### src/verilog/pcf_map.vh
// Register map, field layout, reset values and timing constants of the completion flag block
`ifndef PCF_MAP_VH
`define PCF_MAP_VH

// Register offsets (byte addresses)
`define PCF_ADDR_CTRL        8'h00
`define PCF_ADDR_REACH_THR   8'h04
`define PCF_ADDR_PROXIMITY_FLAG_THR    8'h08
`define PCF_ADDR_WINDOW      8'h0C
`define PCF_ADDR_HOLD        8'h10
`define PCF_ADDR_POLARITY    8'h14
`define PCF_ADDR_FLAGS       8'h18
`define PCF_ADDR_IRQ_STATUS  8'h1C
`define PCF_ADDR_IRQ_CLEAR   8'h20
`define PCF_ADDR_IRQ_ENABLE  8'h24

// Control register fields
`define PCF_CTRL_COND_LSB    0
`define PCF_CTRL_COND_MSB    1
`define PCF_CTRL_UNIT_BIT    2

// Flag bit positions (flags, polarity and interrupt registers)
`define PCF_BIT_DONE         0
`define PCF_BIT_SENT         1
`define PCF_BIT_REACHED      2
`define PCF_BIT_PROXIMITY_FLAG         3

// Reset values
`define PCF_RST_COND         2'h0
`define PCF_RST_UNIT         1'h0
`define PCF_RST_REACH_THR    16'h16F0
`define PCF_RST_PROXIMITY_FLAG_THR     16'hFFFF
`define PCF_RST_WINDOW       15'h0000
`define PCF_RST_HOLD         15'h0000
`define PCF_RST_POLARITY     4'h0

// Limits
`define PCF_MAX_MS           15'h7530
`define PCF_MIN_THR          16'h0001

// Timing: millisecond tick at the 250 MHz clock
`define PCF_TICK_NS          1000000
`define PCF_CLK_NS           4
`define PCF_TICK_CYCLES      (`PCF_TICK_NS / `PCF_CLK_NS)

`endif
### src/verilog/pcf_flags.v
// Position completion flags: motion done, command sent, reached and proximity
`timescale 1ns/10ps
`include "pcf_map.vh"

// Function
// RULE1: Motion-done asserts only after reference sent and positioning finished, position mode.
// RULE2: Command-sent asserts when internal multi-position reference has reached zero.
// RULE3: Completed interrupt-positioning reference counts as completed reference for both.
// RULE4: Reached flag needs position mode and the selected qualifying condition.
// RULE5: Select 0 below threshold; 1 filtered ref zero; 2 ref zero; 3 held.
// RULE6: Proximity flag asserts when absolute deviation meets proximity threshold.
// RULE7: Thresholds accept 1 to 65535; defaults 5872 and 65535.
// RULE8: Unit select chooses encoder (0) or reference (1) deviation; default 0.
// RULE9: Reach condition filtered by window time 0-30000 ms before output.
// RULE10: Active reached flag held for hold time 0-30000 ms.
// RULE11: Hold time zero keeps reached flag until next position reference.
// RULE12: Servo-on inactive forces reached and proximity flags inactive.
// RULE13: Each flag drives its own output with configurable active level.
// RULE14: Software should set proximity threshold above reach threshold.
// RULE15: Counters advance on millisecond tick; window restarts when condition drops.
module pcf_flags #(
    parameter TICK_CYCLES = `PCF_TICK_CYCLES
) (
    // Clock and reset
    input  wire        REF_CLK_IN,
    input  wire        RST_B_IN,
    // Drive status
    input  wire        SERVO_ON_IN,
    input  wire        POS_MODE_IN,
    input  wire [31:0] DEV_ENC_IN,
    input  wire [31:0] DEV_REF_IN,
    input  wire        REF_FILT_ZERO_IN,
    input  wire        REF_ZERO_IN,
    input  wire        MULTI_REF_ZERO_IN,
    input  wire        INT_POS_DONE_IN,
    input  wire        NEW_REF_IN,
    // Register port
    input  wire [7:0]  ADDR_IN,
    input  wire [31:0] WDATA_IN,
    input  wire        WR_IN,
    input  wire        RD_IN,
    output reg  [31:0] RDATA_OUT,
    // Digital outputs and interrupt
    output reg         DONE_DO_OUT,
    output reg         SENT_DO_OUT,
    output reg         REACHED_DO_OUT,
    output reg         PROXIMITY_FLAG_DO_OUT,
    output reg         IRQ_OUT
);

    // Tick counter width; 18 bits hold the 1 ms count at 250 MHz.
    // A slower tick or a faster clock needs this widened as well.
    localparam TW = 18;

    // Configuration registers
    // All settings act from the edge after the write strobe; thresholds
    // never hold zero, since the write path lifts zero to one.
    reg [1:0]    cond_sel;
    reg          unit_sel;
    reg [15:0]   reach_thr;
    reg [15:0]   proximity_flag_thr;
    reg [14:0]   window_ms;
    reg [14:0]   hold_ms;
    reg [3:0]    polarity;
    reg [3:0]    irq_status;
    reg [3:0]    irq_enable;

    // Flag state
    // Each internal flag leads its pin by one cycle, because the pin is
    // a flip-flop behind the polarity inversion.
    reg          command_sent_flag;
    reg          motion_done_flag;
    reg          position_reached_flag;
    reg          proximity_flag;
    reg [TW-1:0] tick_cnt;
    reg          tick;
    reg [14:0]   win_cnt;
    reg [14:0]   hold_cnt;
    reg [14:0]   still_cnt;
    reg          qual_d;
    reg [3:0]    flags_d;

    wire [31:0] dev;
    wire [31:0] abs_dev;
    wire        below_reach;
    wire        below_proximity_flag;
    wire        held_below;
    reg         qual;
    wire        ref_complete;
    wire [3:0]  flags;
    wire [3:0]  rise;
    wire        wr_ctrl;

    // Deviation in the selected unit, magnitude only
    // The most negative input has no positive twin; its magnitude stays
    // at the top of the range and reads as a huge deviation, the safe
    // side for both comparisons.
    // Reach is strict and proximity inclusive, so equal thresholds still
    // raise proximity no later than reach.
    assign dev         = unit_sel ? DEV_REF_IN : DEV_ENC_IN; // RULE8
    assign abs_dev     = dev[31] ? (~dev + 32'h0000_0001) : dev;
    assign below_reach = abs_dev < {16'h0000, reach_thr};
    assign below_proximity_flag  = abs_dev <= {16'h0000, proximity_flag_thr};
    assign held_below  = below_reach && (still_cnt >= hold_ms);

    // Qualifying condition chosen by the select field
    // Select 3 reuses the hold time as its dwell time, so a hold of zero
    // makes it behave like select 2.
    always @* begin
        case (cond_sel) // RULE5
            2'h0:    qual = below_reach;
            2'h1:    qual = below_reach && REF_FILT_ZERO_IN;
            2'h2:    qual = below_reach && REF_ZERO_IN;
            2'h3:    qual = held_below && REF_ZERO_IN;
            default: qual = 1'b0;
        endcase
    end

    // Either reference source finished counts as complete
    // Sent follows these levels directly and drops when both go low
    assign ref_complete = MULTI_REF_ZERO_IN || INT_POS_DONE_IN; // RULE3
    // Flag vector in status bit order, shared by read and event logic
    assign flags = {proximity_flag, position_reached_flag,
                    command_sent_flag, motion_done_flag};
    assign rise  = flags & ~flags_d;
    assign wr_ctrl = WR_IN && (ADDR_IN == `PCF_ADDR_CTRL);

    // Millisecond tick; long count is a parameter so benches can shorten it
    // The first tick lands a full period after reset, so every window and
    // hold count carries up to one tick of jitter; shortening the period
    // scales all millisecond counts alike.
    always @(posedge REF_CLK_IN or negedge RST_B_IN) begin
        if (!RST_B_IN) begin
            tick_cnt <= {TW{1'b0}};
            tick     <= 1'b0;
        end else if (tick_cnt == TICK_CYCLES[TW-1:0] - 1'b1) begin
            tick_cnt <= {TW{1'b0}};
            tick     <= 1'b1; // RULE15
        end else begin
            tick_cnt <= tick_cnt + 1'b1;
            tick     <= 1'b0;
        end
    end

    // Command and motion completion
    // Done reads the registered reached flag, so it trails reached by one
    // cycle; the order keeps done from ever showing before reached on
    // the pins.
    always @(posedge REF_CLK_IN or negedge RST_B_IN) begin
        if (!RST_B_IN) begin
            command_sent_flag <= 1'b0;
            motion_done_flag  <= 1'b0;
        end else begin
            command_sent_flag <= ref_complete; // RULE2
            motion_done_flag  <= POS_MODE_IN && ref_complete
                                 && position_reached_flag; // RULE1
        end
    end

    // Window filter, hold timer and proximity
    // The dwell counter saturates at the top of the legal span, so it
    // never wraps back under a long hold setting; a servo-off clears
    // the reached flag at once, ignoring any hold time.
    always @(posedge REF_CLK_IN or negedge RST_B_IN) begin
        if (!RST_B_IN) begin
            win_cnt               <= 15'h0000;
            hold_cnt              <= 15'h0000;
            still_cnt             <= 15'h0000;
            qual_d                <= 1'b0;
            position_reached_flag <= 1'b0;
            proximity_flag        <= 1'b0;
        end else begin
            // Time spent continuously below threshold, for select 3
            if (!below_reach)
                still_cnt <= 15'h0000;
            else if (tick && still_cnt != `PCF_MAX_MS)
                still_cnt <= still_cnt + 15'h0001;
            qual_d <= qual;
            // Window restarts whenever the condition drops
            if (!qual || !POS_MODE_IN)
                win_cnt <= 15'h0000; // RULE15
            else if (tick && win_cnt < window_ms)
                win_cnt <= win_cnt + 15'h0001; // RULE9
            proximity_flag <= SERVO_ON_IN && below_proximity_flag; // RULE6 RULE12
            if (!SERVO_ON_IN) begin
                position_reached_flag <= 1'b0; // RULE12
                hold_cnt              <= 15'h0000;
            end else if (POS_MODE_IN && qual && win_cnt >= window_ms) begin
                position_reached_flag <= 1'b1; // RULE4 RULE9
                hold_cnt              <= 15'h0000;
            end else if (position_reached_flag) begin
                // Hold time runs only once the condition has let go
                if (hold_ms == 15'h0000) begin
                    // Stays set until the next reference arrives
                    if (NEW_REF_IN)
                        position_reached_flag <= 1'b0; // RULE11
                end else if (hold_cnt >= hold_ms) begin
                    position_reached_flag <= 1'b0; // RULE10
                end else if (tick) begin
                    hold_cnt <= hold_cnt + 15'h0001; // RULE10
                end
            end
        end
    end

    // Register writes; zero thresholds are lifted to one, long times clamped to the legal span
    // Time fields compare the whole word, so high bits above the field
    // cannot wrap a large setting into a small one.
    always @(posedge REF_CLK_IN or negedge RST_B_IN) begin
        if (!RST_B_IN) begin
            cond_sel   <= `PCF_RST_COND;
            unit_sel   <= `PCF_RST_UNIT;
            reach_thr  <= `PCF_RST_REACH_THR; // RULE7
            proximity_flag_thr   <= `PCF_RST_PROXIMITY_FLAG_THR;
            window_ms  <= `PCF_RST_WINDOW;
            hold_ms    <= `PCF_RST_HOLD;
            polarity   <= `PCF_RST_POLARITY;
            irq_enable <= 4'h0;
        end else if (WR_IN) begin
            if (wr_ctrl) begin
                cond_sel <= WDATA_IN[`PCF_CTRL_COND_MSB:`PCF_CTRL_COND_LSB];
                unit_sel <= WDATA_IN[`PCF_CTRL_UNIT_BIT]; // RULE8
            end
            if (ADDR_IN == `PCF_ADDR_REACH_THR)
                reach_thr <= (WDATA_IN[15:0] == 16'h0000) ? `PCF_MIN_THR
                                                          : WDATA_IN[15:0]; // RULE7
            if (ADDR_IN == `PCF_ADDR_PROXIMITY_FLAG_THR)
                proximity_flag_thr <= (WDATA_IN[15:0] == 16'h0000) ? `PCF_MIN_THR
                                                         : WDATA_IN[15:0]; // RULE7
            if (ADDR_IN == `PCF_ADDR_WINDOW)
                window_ms <= (WDATA_IN > {17'h0_0000, `PCF_MAX_MS}) ? `PCF_MAX_MS
                                                                     : WDATA_IN[14:0];
            if (ADDR_IN == `PCF_ADDR_HOLD)
                hold_ms <= (WDATA_IN > {17'h0_0000, `PCF_MAX_MS}) ? `PCF_MAX_MS
                                                                   : WDATA_IN[14:0];
            if (ADDR_IN == `PCF_ADDR_POLARITY)
                polarity <= WDATA_IN[3:0]; // RULE13
            if (ADDR_IN == `PCF_ADDR_IRQ_ENABLE)
                irq_enable <= WDATA_IN[3:0];
        end
    end

    // Sticky rise events; a new rise beats a clear in the same cycle
    // Only rising flags set status bits, so a flag that stays high asks
    // for one service, not one per cycle; the interrupt pin lags the
    // status bits by one cycle.
    always @(posedge REF_CLK_IN or negedge RST_B_IN) begin
        if (!RST_B_IN) begin
            flags_d    <= 4'h0;
            irq_status <= 4'h0;
            IRQ_OUT    <= 1'b0;
        end else begin
            flags_d <= flags;
            if (WR_IN && ADDR_IN == `PCF_ADDR_IRQ_CLEAR)
                irq_status <= (irq_status & ~WDATA_IN[3:0]) | rise;
            else
                irq_status <= irq_status | rise;
            IRQ_OUT <= |(irq_status & irq_enable);
        end
    end

    // Digital outputs with per-output active level (1 = active low)
    // A polarity write reaches the pins on the next edge, so the host
    // may see one cycle of the old level.
    always @(posedge REF_CLK_IN or negedge RST_B_IN) begin
        if (!RST_B_IN) begin
            DONE_DO_OUT    <= 1'b0;
            SENT_DO_OUT    <= 1'b0;
            REACHED_DO_OUT <= 1'b0;
            PROXIMITY_FLAG_DO_OUT    <= 1'b0;
        end else begin
            DONE_DO_OUT    <= motion_done_flag ^ polarity[`PCF_BIT_DONE]; // RULE13
            SENT_DO_OUT    <= command_sent_flag ^ polarity[`PCF_BIT_SENT];
            REACHED_DO_OUT <= position_reached_flag ^ polarity[`PCF_BIT_REACHED];
            PROXIMITY_FLAG_DO_OUT    <= proximity_flag ^ polarity[`PCF_BIT_PROXIMITY_FLAG];
        end
    end

    // Read data one cycle after the strobe; unmapped reads give zero
    // Data drop back to zero after the answer cycle, so a stale word
    // is never mistaken for a fresh one.
    always @(posedge REF_CLK_IN or negedge RST_B_IN) begin
        if (!RST_B_IN) begin
            RDATA_OUT <= 32'h0000_0000;
        end else if (RD_IN) begin
            case (ADDR_IN)
                `PCF_ADDR_CTRL:       RDATA_OUT <= {29'h0000_0000, unit_sel, cond_sel};
                `PCF_ADDR_REACH_THR:  RDATA_OUT <= {16'h0000, reach_thr};
                `PCF_ADDR_PROXIMITY_FLAG_THR:   RDATA_OUT <= {16'h0000, proximity_flag_thr};
                `PCF_ADDR_WINDOW:     RDATA_OUT <= {17'h0_0000, window_ms};
                `PCF_ADDR_HOLD:       RDATA_OUT <= {17'h0_0000, hold_ms};
                `PCF_ADDR_POLARITY:   RDATA_OUT <= {28'h000_0000, polarity};
                `PCF_ADDR_FLAGS:      RDATA_OUT <= {28'h000_0000, flags};
                `PCF_ADDR_IRQ_STATUS: RDATA_OUT <= {28'h000_0000, irq_status};
                `PCF_ADDR_IRQ_ENABLE: RDATA_OUT <= {28'h000_0000, irq_enable};
                default:              RDATA_OUT <= 32'h0000_0000;
            endcase
        end else begin
            RDATA_OUT <= 32'h0000_0000;
        end
    end

endmodule // pcf_flags

### config.mk
export PLATFORM = sky130hd
export DESIGN_NAME = pcf_flags
export DESIGN_NICKNAME = d
export VERILOG_FILES = /design/src/verilog/pcf_flags.v
export VERILOG_INCLUDE_DIRS = /design/src /design/src/verilog
export SDC_FILE = /design/constraint.sdc
export NUM_CORES = 1
export LEC_CHECK = 0
export BUFFER_PORTS_ARGS = -buffer_cell sky130_fd_sc_hd__buf_4
export CAP_MARGIN = 20
export CORE_UTILIZATION = 55
export CTS_CLUSTER_SIZE = 16
export DETAILED_ROUTE_END_ITERATION = 6
export PLACE_DENSITY = 0.73
export SETUP_SLACK_MARGIN = 0.3
export SLEW_MARGIN = 15
export SYNTH_ARGS = -nofsm -noshare
export SYNTH_HDL_FRONTEND = slang
export SYNTH_SLANG_ARGS = --single-unit
### constraint.sdc
create_clock -name REF_CLK_IN -period 7.2 [get_ports REF_CLK_IN]
set_input_delay 0.36 -clock REF_CLK_IN [delete_from_list [all_inputs] [get_ports REF_CLK_IN]]
set_output_delay 0.36 -clock REF_CLK_IN [all_outputs]
set_load 0.01 [all_outputs]
==> impl_metrics.ini <==
[power]
power-per-cell-area_nw_per_um2 = 169.9
p_leak_nw = 5.531
combinationalPowerShare_pct = 14.4
power.sequential.fraction_pct = 45.6
p_switching_uw = 613.4
power.total_mw = 2.205
clock_power_share_pct = 40.0
power.ir.vdd_worst_v = 0.0001574
sw_frac_of_total_pct = 27.83
internal_power_mw = 1.591

[grt]
gr-usage-all-layers_pct = 28.26
grt_antenna_before_repair = 2
via_count_of_the_first_global_routing_pass = 9226
grt_pass1_wl_um = 47280
grt-ovfl-total = 0
grt_max_degree = 100

[critical_path]
critical_path.startpoint_type = register
critical_path_class = reg2reg
worstRegToRegCells = 15
arrival_time_of_data_at_the_critical_path_endpoint_ns = 5.34
cp-end-kind = register
worst-path-max-fanout = 23
critical_path_required_ns = 7.50

[final_layout]
areaGrowthSynthToFinish_pct = 15.33
fin_nets = 1525
post_route_cells_drive_above_1_share_pct = 20.43
mostFrequentLayoutCell = dfrtp_1
commonest_cells_after_routing_fill_and_taps_aside = dfrtp_1, buf_4, nand2_1

[job]
max-cap-violations = 0

[clock_tree]
clockRootBuffer = clkbuf_16
path_clk_slew_ns = 0.07
clock_latency_ns = 0.44
cts_sinks = 170
post_cts_buffers = 0
cts.repair.resized = 0
cts-buffers-inserted = 17
cts_max_level = 4
cts_buffer_depth = 2
ctsHoldBuffers = 0
cts_tree = yes

[logic_synthesis]
synth_edf_count = 0
dominant_synthesized_flop_cell = dfrtp_1
synth-seq-cells = 170
syn_inst = 1210
mappedNetlistArea_um2 = 11250
synth-warning-count = 0
syn_area_per_cell_um2 = 9.297
asyncSetResetFlopFracSynth_pct = 100.0
sequential_element_share_of_the_synthesized_area_pct = 38.07
synth_top_area_cell = dfrtp_1
synth_cell_types = 78
synthDominantCellAreaShare_pct = 32.70
synth_area_leaders = dfrtp_1, ha_1, dfstp_2

[sta]
final-setup-viol-count = 0
timing.final.max_slew_violations = 0
unrepaired_setup_endpoints_after_global_routing = false
timing.max_slew.rel_slack_pct = 32.60
finalHoldViolations = 0
worst_pin_slew_ns = 1.008
finalClockSkew_ns = 0.009852
period_needed_ns = 5.042
layout_worst_path_cycle_share_pct = 70.02
totalNegativeSetupSlack_ns = 0
maxClockFrequency_ghz = 0.1984

[detailed_routing]
dr.max_layer_used = met4
antenna_violating_nets_post_route = 0
dr_wl_met3_um = 1821
detailedRoute.firstIterationViolations = 705
viasPerCell = 5.981
m1_wl_um = 13190
detail_route.wl_per_cell_um = 18.18
drt_pass1_iterations = 5
num_vias = 9617
routed-wl-met2_um = 13470
drcViolationCount = 0
routed_wirelength_um = 29240

[run_status]
run_status = completed

[hold_path]
hold_path_class = in2async

[floorplanning]
floorplan.die_area_um2 = 21030
floorplan.initialDensity_pct = 56.87
design.core.area_um2 = 19780
floorplan.rows = 51
floorplan.die.width_um = 145.0
die_h_um = 145.0
pin_count = 152

[place]
detailedPlacementHpwl_um = 22120
gp_weighted_congestion = 0.9018
port_buffers = 135
[synth_stat cells, types with 4 or more instances]
library cell    n
a211oi_1        6
a21o_1         12
a21oi_1        45
a222oi_1        4
a22oi_1        33
a31oi_1         8
a41oi_1         4
and2_1          9
and3_1         19
buf_2           6
buf_4          16
clkbuf_1       27
dfrtp_1       147
dfstp_2        23
ha_1           82
inv_1          76
mux2_2         51
mux2i_1        31
nand2_1       111
nand2b_1       10
nand3_1        25
nand4_1        36
nor2_1         91
nor2_2         10
nor2b_1        12
nor3_1         27
nor3b_1         8
nor4_1         23
nor4b_1         5
nor4bb_1        4
o21a_1          7
o21ai_0        69
o22ai_1         4
o31ai_1         5
or2_2           6
or3_1          12
or3b_1          5
or4_1           6
xnor2_1        42
xor2_1         33
[sequential cells by signal, summed over array words and instances (netlist names), 15 cells and up]
register / count
RDATA_OUT: 16
hold_cnt: 15
hold_ms: 15
proximity_flag_thr: 16
reach_thr: 16
still_cnt: 15
tick_cnt: 18
win_cnt: 15
window_ms: 15
[cell type report]
class	count	area, um^2
fill	1658	6808
sequential	170	4284
timing repair buffer	139	1047
inverter	76	285.3
clock buffer	20	456.7
clock inverter	12	106.4
tap	265	331.6
multi-input combinational	924	6457
antenna	2	5.005
[power groups by stage]
stage | registers [mW] | logic, mW | clock network [mW]
2_1_floorplan | 1.01 | 0.185 | 0
3_3_place_gp | 1.02 | 0.310 | 0
3_5_place_dp | 1.02 | 0.315 | 0
4_1_cts | 1.00 | 0.317 | 0.891
5_1_grt | 1.01 | 0.355 | 0.927
6_report | 1.00 | 0.318 | 0.882
[cells by family after synthesis]
| kind of cell | Yosys count | synth area share (%) |
|---|---|---|
| AOI/OAI and AO/OA | 233 | 13.64 |
| DFF | 170 | 38.07 |
| xor gates and xnor gates | 75 | 5.839 |
| other | 1 | 0.03333 |
| and+or+nand+nor | 436 | 20.26 |
| buffers and inverters | 131 | 5.172 |
| adders and majority gates | 82 | 9.120 |
| muxes | 82 | 7.863 |
[routing by layer]
metal	vias up	track usage, %
met1	4581	38.65
met2	391	45.34
li1	4586	-
met4	0	10.16
met5	-	0
met3	59	4.403
[worst paths after layout]
kind                                         from  slack (ns)           endpoint
worst min register to register         flags_d[3]        0.41      irq_status[3]
worst max register to register           unit_sel        2.16        hold_cnt[7]
max in group asynchronous                RST_B_IN        5.67       hold_cnt[14]
worst min-delay path                     RST_B_IN       0.002         flags_d[0]
worst max-delay path                     unit_sel        2.16        hold_cnt[7]
min in group REF_CLK_IN         MULTI_REF_ZERO_IN        0.14  command_sent_flag
[critical path, stage by stage, from the launching register on]
cell,delay (ns)
dfrtp_2,0.55
or4_1,0.60
a222oi_1,0.62
and3_1,0.40
nor2_1,0.08
xnor2_1,0.25
ha_1,0.30
a21oi_1,0.14
o21ai_0,0.09
a21o_1,0.18
a211oi_1,0.27
o22a_1,0.23
and3_1,0.22
nand4b_4,0.30
o21ai_4,0.56
nor2_1,0.12
[per-stage QoR]
step / hold slack, ns / utilization, % / worst slack, ns / cells / area [um^2]
6_report: 0.002127 / 65.59 / 2.158 / 1608 / 12970
3_5_place_dp: 0.4121 / 62.66 / 2.214 / 1574 / 12400
5_1_grt: 0.09533 / 65.59 / 1.776 / 1608 / 12970
4_1_cts: 0.06233 / 65.51 / 2.194 / 1606 / 12960
2_1_floorplan: 0.06441 / - / 2.190 / 1225 / 11310
3_3_place_gp: 0.4003 / 62.66 / 2.307 / 1574 / 12400
Power figures use the tool's default switching activity.
